$ cat config.mk
export PLATFORM = sky130hd
export DESIGN_NAME = usc_top
export DESIGN_NICKNAME = d
export VERILOG_FILES = /design/src/usc_baud_gen.v /design/src/usc_pin_sync.v /design/src/usc_top.v
export VERILOG_INCLUDE_DIRS = /design/src /design/src/src
export SDC_FILE = /design/constraint.sdc
export NUM_CORES = 1
export LEC_CHECK = 0
export BUFFER_PORTS_ARGS = -buffer_cell sky130_fd_sc_hd__buf_2
export CAP_MARGIN = 20
export CORE_ASPECT_RATIO = 1.25
export CORE_UTILIZATION = 60
export DETAILED_ROUTE_END_ITERATION = 8
export PLACE_DENSITY = 0.79
export SLEW_MARGIN = 15
export SYNTH_ARGS = -nofsm -noshare
export SYNTH_HDL_FRONTEND = slang
export SYNTH_SLANG_ARGS = --single-unit
$ cat constraint.sdc
create_clock -name CLOCK -period 5.75 [get_ports CLOCK]
set_input_delay 0.575 -clock CLOCK [delete_from_list [all_inputs] [get_ports CLOCK]]
set_output_delay 0.575 -clock CLOCK [all_outputs]
set_load 0.1 [all_outputs]
$ cat src/usc_defs.vh
// Constants for the serial clock and frame-format core
//
// Notes on behaviour
// - Baud counter counts down, reloads on zero/low write
// - One tick per zero; rate clock over divisor+1
// - Divisor is twelve bits, high and low
// - Transmit divides tick by 16, 8 or 2
// - Receiver uses raw tick, 16/8/2 state recovery
// - Four clock modes; sync select, double speed bit
// - Clock direction picks master/slave; pin idle async
// - Double speed halves samples per bit, 16 to 8
// - External clock synchronised then edge detected
// - Sample on edge opposite to data change
// - Polarity zero: change rising, sample falling
// - Five to nine bits, parity, one/two stops
// - Start, data LSB first, parity, stops
// - Line idles high; stop bits high
// - Fields select size, parity and stop count
// - One format shared by both directions
// - Receiver checks first stop bit only
// - Parity is xor of data, inverted odd
// - One transmit buffer ahead of shift register
// - Two-entry receive buffer; frame/overrun/parity errors
// - Buffer-empty flag set while buffer holds nothing
// - Done flag when frame out, buffer empty
`ifndef USC_DEFS_VH
`define USC_DEFS_VH
// ----------------------------------------------------------------
// Register byte offsets
// ----------------------------------------------------------------
`define USC_A_CTRL_A    8'h00
`define USC_A_CTRL_B    8'h04
`define USC_A_CTRL_C    8'h08
`define USC_A_BAUD_LO   8'h0c
`define USC_A_BAUD_HI   8'h10
`define USC_A_DATA      8'h14
// ----------------------------------------------------------------
// Field positions
// ----------------------------------------------------------------
`define USC_A_DBL       0
`define USC_A_TXE       1
`define USC_A_TXC       2
`define USC_A_RXC       3
`define USC_A_FE        4
`define USC_A_PE        5
`define USC_A_OVR       6
`define USC_B_TXEN      0
`define USC_B_RXEN      1
`define USC_B_TXB8      2
`define USC_B_RXB8      3
`define USC_C_CSZ_LO    0
`define USC_C_CSZ_HI    2
`define USC_C_UPM_LO    3
`define USC_C_UPM_HI    4
`define USC_C_SBS       5
`define USC_C_POL       6
`define USC_C_MSEL      7
`define USC_C_XDIR      8
// ----------------------------------------------------------------
// Encodings and counts
// ----------------------------------------------------------------
`define USC_CSZ_9       3'h7
`define USC_BITS_MIN    4'h5
`define USC_BITS_DEF    4'h8
`define USC_BITS_9      4'h9
`define USC_SMP_LAST_N  4'hf
`define USC_SMP_LAST_D  4'h7
`define USC_SMP_MID_N   4'h7
`define USC_SMP_MID_D   4'h3
`define USC_RX_SH_W     4'hb
`define USC_RST_DIV     12'h000
`endif

$ cat src/usc_baud_gen.v
// Baud rate generator: reloadable twelve-bit down-counter
`timescale 1ns/1ps
`default_nettype none
`include "usc_defs.vh"
module usc_baud_gen
(
  input  wire        clk,
  input  wire        rst_b,
  input  wire [11:0] divisor,
  input  wire        reload,
  output reg         tick
);
  reg [11:0] cnt_q;

  // Divisor+1 system clocks between ticks
  always @(posedge clk or negedge rst_b)
  begin
    if (!rst_b)
    begin
      cnt_q <= `USC_RST_DIV;
      tick  <= 1'b0;
    end
    else if (reload)
    begin
      cnt_q <= divisor;
      tick  <= 1'b0;
    end
    else if (cnt_q == 12'h000)
    begin
      cnt_q <= divisor;
      tick  <= 1'b1;
    end
    else
    begin
      cnt_q <= cnt_q - 12'h001;
      tick  <= 1'b0;
    end
  end
endmodule
`default_nettype wire

$ cat src/usc_pin_sync.v
// Two-flop pin synchroniser with edge detector
`timescale 1ns/1ps
`default_nettype none
module usc_pin_sync
#(
  parameter [0:0] INIT = 1'b0
)
(
  input  wire clk,
  input  wire rst_b,
  input  wire pin,
  output wire level,
  output wire rise,
  output wire fall
);
  reg meta_q;
  reg sync_q;
  reg last_q;

  // Only sync_q reads the first flop; edges come from later stages
  always @(posedge clk or negedge rst_b)
  begin
    if (!rst_b)
    begin
      meta_q <= INIT;
      sync_q <= INIT;
      last_q <= INIT;
    end
    else
    begin
      meta_q <= pin;
      sync_q <= meta_q;
      last_q <= sync_q;
    end
  end

  // Edge pulses arrive two clocks after the pin moves
  assign level = sync_q;
  assign rise  = sync_q & ~last_q;
  assign fall  = ~sync_q & last_q;
endmodule
`default_nettype wire

$ cat src/usc_top.v
// Serial transceiver clock, frame and register core with APB slave
`timescale 1ns/1ps
`default_nettype none
`include "usc_defs.vh"
module usc_top
(
  input  wire        CLOCK,
  input  wire        RST_B,
  input  wire        PSEL,
  input  wire        PENABLE,
  input  wire        PWRITE,
  input  wire [7:0]  PADDR,
  input  wire [31:0] PWDATA,
  output reg  [31:0] PRDATA,
  output reg         PREADY,
  output reg         PSLVERR,
  input  wire        SERIAL_IN_PIN,
  output reg         SERIAL_OUT_PIN,
  input  wire        XFER_CLOCK_IN,
  output reg         XFER_CLOCK_OUT,
  output reg         XFER_CLOCK_OE
);
  // ----------------------------------------------------------------
  // Helper functions
  // ----------------------------------------------------------------
  // Data bit count from the character size field
  function [3:0] bits_of;
    input [2:0] csz;
    begin
      if (csz == `USC_CSZ_9)
        bits_of = `USC_BITS_9;
      else if (csz[2])
        bits_of = `USC_BITS_DEF;
      else
        bits_of = `USC_BITS_MIN + {2'b00, csz[1:0]};
    end
  endfunction

  // Mask keeping the low n data bits
  function [8:0] mask_of;
    input [3:0] n;
    begin
      mask_of = 9'h1ff >> (4'h9 - n);
    end
  endfunction

  // Parity over the character, inverted for odd
  function par_of;
    input [8:0] d;
    input [3:0] n;
    input       odd;
    begin
      par_of = (^(d & mask_of(n))) ^ odd;
    end
  endfunction

  // Bits after the start bit: data, parity, then ones for stops
  function [11:0] frame_of;
    input [8:0] d;
    input [3:0] n;
    input [1:0] upm;
    reg   [11:0] f;
    begin
      f = {3'h7, d & mask_of(n)} | ~{3'h7, mask_of(n)};
      if (upm[1])
        f[n] = par_of(d, n, upm[0]);
      frame_of = f;
    end
  endfunction

  // Decode of the mapped offsets
  function mapped;
    input [7:0] a;
    begin
      mapped = (a == `USC_A_CTRL_A) || (a == `USC_A_CTRL_B) ||
               (a == `USC_A_CTRL_C) || (a == `USC_A_BAUD_LO) ||
               (a == `USC_A_BAUD_HI) || (a == `USC_A_DATA);
    end
  endfunction

  // ----------------------------------------------------------------
  // Configuration registers and bus strobes
  // ----------------------------------------------------------------
  reg        dbl_q;
  reg        txen_q;
  reg        rxen_q;
  reg        txb8_q;
  reg  [2:0] csz_q;
  reg  [1:0] upm_q;
  reg        sbs_q;
  reg        pol_q;
  reg        msel_q;
  reg        xdir_q;
  reg  [11:0] div_q;
  reg        rd_ok_q;

  wire setup = PSEL & ~PENABLE;
  wire acc   = PSEL & PENABLE & PREADY;
  wire wr    = acc & PWRITE & ~PSLVERR;
  wire rd    = acc & ~PWRITE & ~PSLVERR;
  wire lo_wr = wr & (PADDR == `USC_A_BAUD_LO);

  // One format shared by transmitter and receiver
  wire [3:0] nbits = bits_of(csz_q);
  wire       pen   = upm_q[1];
  wire       sync_m = msel_q & xdir_q;
  wire       sync_s = msel_q & ~xdir_q;

  // Software writes take effect at the completing access edge
  always @(posedge CLOCK or negedge RST_B)
  begin
    if (!RST_B)
    begin
      dbl_q  <= 1'b0;
      txen_q <= 1'b0;
      rxen_q <= 1'b0;
      txb8_q <= 1'b0;
      csz_q  <= 3'h0;
      upm_q  <= 2'h0;
      sbs_q  <= 1'b0;
      pol_q  <= 1'b0;
      msel_q <= 1'b0;
      xdir_q <= 1'b0;
      div_q  <= `USC_RST_DIV;
    end
    else if (wr)
    begin
      case (PADDR)
        `USC_A_CTRL_A:
          dbl_q <= PWDATA[`USC_A_DBL];
        `USC_A_CTRL_B:
        begin
          txen_q <= PWDATA[`USC_B_TXEN];
          rxen_q <= PWDATA[`USC_B_RXEN];
          txb8_q <= PWDATA[`USC_B_TXB8];
        end
        `USC_A_CTRL_C:
        begin
          csz_q  <= PWDATA[`USC_C_CSZ_HI:`USC_C_CSZ_LO];
          upm_q  <= PWDATA[`USC_C_UPM_HI:`USC_C_UPM_LO];
          sbs_q  <= PWDATA[`USC_C_SBS];
          pol_q  <= PWDATA[`USC_C_POL];
          msel_q <= PWDATA[`USC_C_MSEL];
          xdir_q <= PWDATA[`USC_C_XDIR];
        end
        `USC_A_BAUD_LO:
          div_q[7:0] <= PWDATA[7:0];
        `USC_A_BAUD_HI:
          div_q[11:8] <= PWDATA[3:0];
        default:
          dbl_q <= dbl_q;
      endcase
    end
  end

  // ----------------------------------------------------------------
  // Clock generation
  // ----------------------------------------------------------------
  wire tick;
  wire rxd;
  wire x_rise;
  wire x_fall;

  usc_baud_gen u_baud
  (
    .clk     (CLOCK),
    .rst_b   (RST_B),
    .divisor (div_q),
    .reload  (lo_wr),
    .tick    (tick)
  );

  usc_pin_sync #(.INIT(1'b0)) u_xck
  (
    .clk   (CLOCK),
    .rst_b (RST_B),
    .pin   (XFER_CLOCK_IN),
    .level (),
    .rise  (x_rise),
    .fall  (x_fall)
  );

  usc_pin_sync #(.INIT(1'b1)) u_rxd
  (
    .clk   (CLOCK),
    .rst_b (RST_B),
    .pin   (SERIAL_IN_PIN),
    .level (rxd),
    .rise  (),
    .fall  ()
  );

  // Double speed only counts in async; msel_q masks it off in sync
  wire       dbl  = dbl_q & ~msel_q;
  wire [3:0] last = dbl ? `USC_SMP_LAST_D : `USC_SMP_LAST_N;
  wire [3:0] mid  = dbl ? `USC_SMP_MID_D : `USC_SMP_MID_N;
  reg  [3:0] pre_q;

  // Master edges come from the toggling clock pin flop
  wire m_rise = tick & sync_m & ~XFER_CLOCK_OUT;
  wire m_fall = tick & sync_m & XFER_CLOCK_OUT;
  wire c_rise = sync_m ? m_rise : (sync_s & x_rise);
  wire c_fall = sync_m ? m_fall : (sync_s & x_fall);
  wire chg    = pol_q ? c_fall : c_rise;
  wire smp    = pol_q ? c_rise : c_fall;
  wire tx_step = msel_q ? chg : (tick & (pre_q == last));

  // Transmit prescaler and master clock output
  always @(posedge CLOCK or negedge RST_B)
  begin
    if (!RST_B)
    begin
      pre_q          <= 4'h0;
      XFER_CLOCK_OUT <= 1'b0;
      XFER_CLOCK_OE  <= 1'b0;
    end
    else
    begin
      if (tick)
        pre_q <= (pre_q == last) ? 4'h0 : pre_q + 4'h1;
      // Toggle per tick halves the rate: divide by two in master
      if (sync_m && tick)
        XFER_CLOCK_OUT <= ~XFER_CLOCK_OUT;
      else if (!sync_m)
        XFER_CLOCK_OUT <= pol_q;
      XFER_CLOCK_OE <= sync_m;
    end
  end

  // ----------------------------------------------------------------
  // Transmitter
  // ----------------------------------------------------------------
  reg        txbuf_full_q;
  reg  [8:0] txbuf_q;
  reg        tx_busy_q;
  reg [11:0] tx_sh_q;
  reg  [3:0] tx_left_q;
  reg        tx_done_q;

  wire data_wr = wr & (PADDR == `USC_A_DATA);
  wire txc_clr = wr & (PADDR == `USC_A_CTRL_A) & PWDATA[`USC_A_TXC];
  wire tx_load = tx_step & txen_q & txbuf_full_q &
                 (!tx_busy_q || tx_left_q == 4'h0);
  wire tx_end  = tx_step & tx_busy_q & (tx_left_q == 4'h0) &
                 ~txbuf_full_q;
  wire [3:0] tx_len = nbits + {3'h0, pen} + {3'h0, sbs_q} + 4'h1;

  // Buffer, shifter and line; next frame loads at last stop bit
  always @(posedge CLOCK or negedge RST_B)
  begin
    if (!RST_B)
    begin
      txbuf_full_q   <= 1'b0;
      txbuf_q        <= 9'h000;
      tx_busy_q      <= 1'b0;
      tx_sh_q        <= 12'hfff;
      tx_left_q      <= 4'h0;
      tx_done_q      <= 1'b0;
      SERIAL_OUT_PIN <= 1'b1;
    end
    else
    begin
      if (tx_load)
        txbuf_full_q <= 1'b0;
      else if (data_wr && !txbuf_full_q)
      begin
        txbuf_full_q <= 1'b1;
        txbuf_q      <= {txb8_q, PWDATA[7:0]};
      end
      if (tx_load)
      begin
        SERIAL_OUT_PIN <= 1'b0;
        tx_sh_q   <= frame_of(txbuf_q, nbits, upm_q);
        tx_left_q <= tx_len;
        tx_busy_q <= 1'b1;
      end
      else if (tx_step && tx_busy_q && tx_left_q != 4'h0)
      begin
        SERIAL_OUT_PIN <= tx_sh_q[0];
        tx_sh_q   <= {1'b1, tx_sh_q[11:1]};
        tx_left_q <= tx_left_q - 4'h1;
      end
      else if (tx_end || !txen_q || !tx_busy_q)
      begin
        SERIAL_OUT_PIN <= 1'b1;
        tx_busy_q      <= 1'b0;
      end
      // A completing frame wins over a clear in the same cycle
      if (tx_end)
        tx_done_q <= 1'b1;
      else if (txc_clr)
        tx_done_q <= 1'b0;
    end
  end

  // ----------------------------------------------------------------
  // Receiver
  // ----------------------------------------------------------------
  localparam [1:0] RX_IDLE  = 2'h0;
  localparam [1:0] RX_START = 2'h1;
  localparam [1:0] RX_BITS  = 2'h2;

  reg  [1:0] rx_st_q;
  reg  [3:0] rx_cnt_q;
  reg  [3:0] rx_bit_q;
  reg [10:0] rx_sh_q;
  reg [10:0] rxf_mem [0:1];
  reg        rxf_wp_q;
  reg        rxf_rp_q;
  reg  [1:0] rxf_cnt_q;
  reg        ovr_q;

  wire [3:0] rx_total = nbits + {3'h0, pen} + 4'h1;
  wire       rx_step  = msel_q ? smp : (tick & (rx_cnt_q == last));
  wire       rx_fin   = (rx_st_q == RX_BITS) & rx_step &
                        (rx_bit_q == rx_total - 4'h1);
  wire       pop      = rd & (PADDR == `USC_A_DATA) & rd_ok_q;

  // Align the captured frame and check it
  reg [10:0] rx_full;
  reg [10:0] rx_al;
  reg  [8:0] rx_data;
  reg        rx_pe;
  reg        rx_fe;
  always @*
  begin
    rx_full = {rxd, rx_sh_q[10:1]};
    rx_al   = rx_full >> (`USC_RX_SH_W - rx_total);
    rx_data = rx_al[8:0] & mask_of(nbits);
    rx_pe   = pen & (rx_al[nbits] ^ par_of(rx_data, nbits, upm_q[0]));
    rx_fe   = ~rxd;
  end

  // Async: mid-start check then one sample per bit; sync: each sample edge
  always @(posedge CLOCK or negedge RST_B)
  begin
    if (!RST_B)
    begin
      rx_st_q  <= RX_IDLE;
      rx_cnt_q <= 4'h0;
      rx_bit_q <= 4'h0;
      rx_sh_q  <= 11'h000;
    end
    else if (!rxen_q)
      rx_st_q <= RX_IDLE;
    else
    begin
      case (rx_st_q)
        RX_IDLE:
        begin
          rx_cnt_q <= 4'h0;
          rx_bit_q <= 4'h0;
          if (msel_q && smp && !rxd)
            rx_st_q <= RX_BITS;
          else if (!msel_q && tick && !rxd)
            rx_st_q <= RX_START;
        end
        RX_START:
          if (tick)
          begin
            if (rx_cnt_q == mid)
            begin
              rx_cnt_q <= 4'h0;
              rx_st_q  <= rxd ? RX_IDLE : RX_BITS;
            end
            else
              rx_cnt_q <= rx_cnt_q + 4'h1;
          end
        RX_BITS:
        begin
          if (tick)
            rx_cnt_q <= (rx_cnt_q == last) ? 4'h0 : rx_cnt_q + 4'h1;
          if (rx_step)
          begin
            rx_sh_q  <= {rxd, rx_sh_q[10:1]};
            rx_bit_q <= rx_bit_q + 4'h1;
            if (rx_fin)
              rx_st_q <= RX_IDLE;
          end
        end
        default:
          rx_st_q <= RX_IDLE;
      endcase
    end
  end

  // Two-entry receive buffer with overrun; a pop in the same cycle makes room for a push
  always @(posedge CLOCK or negedge RST_B)
  begin
    if (!RST_B)
    begin
      rxf_wp_q  <= 1'b0;
      rxf_rp_q  <= 1'b0;
      rxf_cnt_q <= 2'h0;
      ovr_q     <= 1'b0;
    end
    else
    begin
      if (rx_fin && (rxf_cnt_q != 2'h2 || pop))
      begin
        rxf_mem[rxf_wp_q] <= {rx_pe, rx_fe, rx_data};
        rxf_wp_q <= ~rxf_wp_q;
      end
      if (pop)
        rxf_rp_q <= ~rxf_rp_q;
      if (rx_fin && !pop && rxf_cnt_q != 2'h2)
        rxf_cnt_q <= rxf_cnt_q + 2'h1;
      else if (pop && !rx_fin)
        rxf_cnt_q <= rxf_cnt_q - 2'h1;
      if (rx_fin && !pop && rxf_cnt_q == 2'h2)
        ovr_q <= 1'b1;
      else if (pop)
        ovr_q <= 1'b0;
    end
  end

  // ----------------------------------------------------------------
  // APB read path and answer
  // ----------------------------------------------------------------
  wire [10:0] head = rxf_mem[rxf_rp_q];
  wire        rx_any = (rxf_cnt_q != 2'h0);
  reg  [31:0] rd_mux;

  always @*
  begin
    rd_mux = 32'h0000_0000;
    case (PADDR)
      `USC_A_CTRL_A:
      begin
        rd_mux[`USC_A_DBL] = dbl_q;
        rd_mux[`USC_A_TXE] = ~txbuf_full_q;
        rd_mux[`USC_A_TXC] = tx_done_q;
        rd_mux[`USC_A_RXC] = rx_any;
        rd_mux[`USC_A_FE]  = rx_any & head[9];
        rd_mux[`USC_A_PE]  = rx_any & head[10];
        rd_mux[`USC_A_OVR] = ovr_q;
      end
      `USC_A_CTRL_B:
      begin
        rd_mux[`USC_B_TXEN] = txen_q;
        rd_mux[`USC_B_RXEN] = rxen_q;
        rd_mux[`USC_B_TXB8] = txb8_q;
        rd_mux[`USC_B_RXB8] = rx_any & head[8];
      end
      `USC_A_CTRL_C:
        rd_mux[8:0] = {xdir_q, msel_q, pol_q, sbs_q, upm_q, csz_q};
      `USC_A_BAUD_LO:
        rd_mux[7:0] = div_q[7:0];
      `USC_A_BAUD_HI:
        rd_mux[3:0] = div_q[11:8];
      `USC_A_DATA:
        rd_mux[8:0] = rx_any ? head[8:0] : 9'h000;
      default:
        rd_mux = 32'h0000_0000;
    endcase
  end

  // Registered answer: one wait-free access cycle after each setup
  always @(posedge CLOCK or negedge RST_B)
  begin
    if (!RST_B)
    begin
      PREADY  <= 1'b0;
      PSLVERR <= 1'b0;
      PRDATA  <= 32'h0000_0000;
      rd_ok_q <= 1'b0;
    end
    else
    begin
      PREADY  <= setup;
      PSLVERR <= setup & ~mapped(PADDR);
      PRDATA  <= (setup && !PWRITE) ? rd_mux : 32'h0000_0000;
      rd_ok_q <= setup & rx_any;   // Pop only what was really read
    end
  end
endmodule
`default_nettype wire

==> key figures <==
Outcome
  • Status: completed

Timing
  • Max-slew violations: 0
  • Endpoints failing setup: 0
  • Worst-case clock skew: 13.7 ps
  • Minimum clock period: 4610 ps
  • Fmax achieved: 0.217 GHz
  • RSZ-0062 raised after global routing: no
  • Total negative setup slack: 0 ps
  • Final hold vios: 0
  • Tcrit/Tclk final: 80.2%
  • Worst slew margin: 30.3%
  • Slew @ Worst Pin: 1050 ps

CTS
  • CTS buffer count: 17
  • Setup Buffers After CTS: 0
  • Worst-Skew Late Latency: 420 ps
  • CTS tree: built
  • H-tree depth: 4
  • TritonCTS Sinks: 137
  • CTS root buf: clkbuf_16
  • Maximum clock insertion buffer count: 2
  • Hold Buf Count CTS: 0
  • Post_cts resized: 0
  • Clk slew on worst S/H paths: 60 ps

Setup path
  • Classification of the worst setup path: flop to flop
  • Crit path launch: csz_q[0]$_DFFE_PN0P_
  • Delay-heaviest family, CP: simple AND/OR/NAND/NOR gates
  • Worst setup EP type: flop
  • WP data required: 5790 ps
  • Buffers plus inverters on the worst setup path: 0
  • Worst R2R End: rxf_mem[0][6]$_DFFE_PP_
  • Critical Path AT: 4650 ps
  • R2R Setup Slk: 1140 ps
  • FF-to-FF Start: csz_q[0]$_DFFE_PN0P_
  • Most used cell along the critical path: ha_1
  • Slowest-stage cell, CP: nor2_1
  • Worst setup SP type: flop
  • Max FO, Critical Path: 18
  • Critical-path cell list: ha_1, nand2_1, o21ai_0, ha_1, ha_1, xor3_2, or3_1, xnor3_1, nor2_2, nand3_1, nor2_1
  • R2R depth: 11
  • Max incr delay on CP: 700 ps

Global routing
  • Largest net degree at the start of global routing: 82
  • Vias in the first global route: 5819
  • First-pass GRT wire length: 28800 µm
  • Initial antenna violation count: 0
  • GRT Residual Overflow: 0
  • Gr usage total: 27.6%

Synthesis
  • Number of synthesis warnings: 0
  • EDFF count, synth: 22
  • Post-synth top area cell: dfrtp_1
  • Avg Cell Area, Syn: 10.3 µm²
  • Synth Instances: 761
  • Ys flop type: dfrtp_1
  • #FFs+latches synth: 137
  • Post-synthesis sequential area ratio: 45.4%
  • Most area-consuming cells after synthesis: dfrtp_1 32%, edfxtp_1 8.4%, mux2_2 6.2%
  • Post-synth ARST share: 83.9%
  • Cell area after synthesis: 7840 µm²
  • Commonest cells in the netlist: 100 x dfrtp_1, 79 x nand2_1, 53 x nor2_1
  • Synth unique cells: 84
  • Most frequent cell after synthesis: dfrtp_1
  • Post-synth top area share: 31.9%

Drt
  • Initial drt markers: 437
  • Wire per inst: 18.5 µm
  • Via count: 5970
  • Avg Vias per Cell: 6.15
  • Final WL: 18000 µm
  • Pre-antenna DRT Iters: 7
  • Final antenna-violating net count: 0
  • Residual DRC count: 0

Placed design
  • Post-DP HPWL: 12800 µm
  • Placed Instance Area: 8030 µm²
  • IO Port Bufs: 37
  • RD Place Congestion: 0.924

Die
  • Core Region: 12700 µm²
  • Initial Util: 61.6%
  • DIE WIDTH: 104 µm
  • Die area: 13500 µm²
  • Io pins: 84
  • Row Count: 46
  • Die Span Y: 130 µm

Final layout
  • Layout area overhead: 10.3%
  • N_diodes: 0
  • Nets: 859
  • Design area: 8650 µm²
  • Layout cell share with drive strength beyond 1: 19.0%

Pwr
  • Leak: 3.86 nW
  • Peak supply drop: 219 µV
  • Power Density: 301 nW/µm²

Job
  • Max cap viols: 0

Worst hold path
  • Hold Crit Class: input port to asynchronous set/reset pin
power breakdown:
| part | internal (mW) | switching [mW] |
|---|---|---|
| Combinational | 0.122 | 0.245 |
| Sequential | 1.05 | 0.0597 |
| Clock | 0.736 | 0.391 |
| Total | 1.91 | 0.696 |
stage by stage:
stage	hold slack (ps)	power [mW]	utilization, %	worst slack, ps	instances
5_1_grt	135	2.70	68.0	788	970
3_3_place_gp	334	1.46	63.2	1250	940
3_5_place_dp	347	1.48	63.2	1100	940
6_report	106	2.60	68.0	1140	970
2_1_floorplan	279	1.41	-	1740	783
4_1_cts	115	2.61	68.0	1100	970
placed cells by master, fill, tap and decap left out, types with 9 or more instances in the layout:
| master | netlist | layout |
|---|---|---|
| xor2_1 | 11 | 11 |
| clkbuf_16 | 0 | 18 |
| buf_2 | 6 | 36 |
| nand3_1 | 27 | 27 |
| mux2_2 | 43 | 43 |
| a21oi_1 | 37 | 37 |
| edfxtp_1 | 22 | 22 |
| inv_1 | 23 | 23 |
| conb_1 | 1 | 23 |
| a31oi_1 | 10 | 10 |
| xnor2_1 | 26 | 26 |
| dfrtp_1 | 100 | 100 |
| nand2_1 | 79 | 79 |
| ha_1 | 21 | 21 |
| mux2i_1 | 26 | 26 |
| nor3_1 | 14 | 14 |
| nor2_1 | 53 | 53 |
| and3_1 | 9 | 9 |
| o21ai_0 | 39 | 39 |
| dfstp_2 | 15 | 15 |
flip-flops by register name, indices dropped and copies added (netlist names), 2 cells and up:
register	cells
upm_q	2
u_baud.cnt_q	12
tx_sh_q	12
pre_q	4
div_q	12
rx_sh_q	10
rx_st_q	2
csz_q	3
rxf_cnt_q	2
tx_left_q	4
rxf_mem	22
rx_cnt_q	4
rx_bit_q	4
txbuf_q	9
PRDATA	9
cell families after synthesis:
| logic type | synth area share [%] |
|---|---|
| AOI/OAI and AO/OA | 12.7 |
| xor gates and xnor gates | 5.90 |
| adders and majority gates | 3.35 |
| buffers and inverters | 5.17 |
| DFF | 45.4 |
| muxes | 10.8 |
| other | 0.0478 |
| and+or+nand+nor | 16.7 |
worst max-delay path by stage:
| stage | endpoint | slack, ps | cells after the start |
|---|---|---|---|
| global route | rxf_mem[0][6]$_DFFE_PP_ | 790 | 11 |
| CTS | rxf_mem[0][4]$_DFFE_PP_ | 1100 | 11 |
| floorplan | rxf_mem[1][0]$_DFFE_PP_ | 1740 | 12 |
| detailed placement | rxf_mem[0][0]$_DFFE_PP_ | 1100 | 11 |
| finish | rxf_mem[0][6]$_DFFE_PP_ | 1140 | 11 |
| global placement | rxf_mem[0][0]$_DFFE_PP_ | 1250 | 11 |
final cells by class:
type	instances	area, µm²
Fill cell	927	4070
Multi-Input combinational cell	571	3970
Sequential cell	137	3560
Clock buffer	23	499
Timing Repair Buffer	40	210
Tap cell	168	210
Clock inverter	7	114
Inverter	24	90.1
layer usage:
metal | global-route usage, % | vias up | share of wire [%] | wire length (µm)
met5 | 0 | - | 0 | 0
met4 | 15.5 | 0 | 4.0 | 714
met2 | 48.2 | 262 | 51 | 9110
met1 | 32.2 | 2888 | 40 | 7200
met3 | 5.29 | 62 | 5.2 | 935
li1 | - | 2758 | - | -
Note: power is estimated with default switching activity, not from simulation.
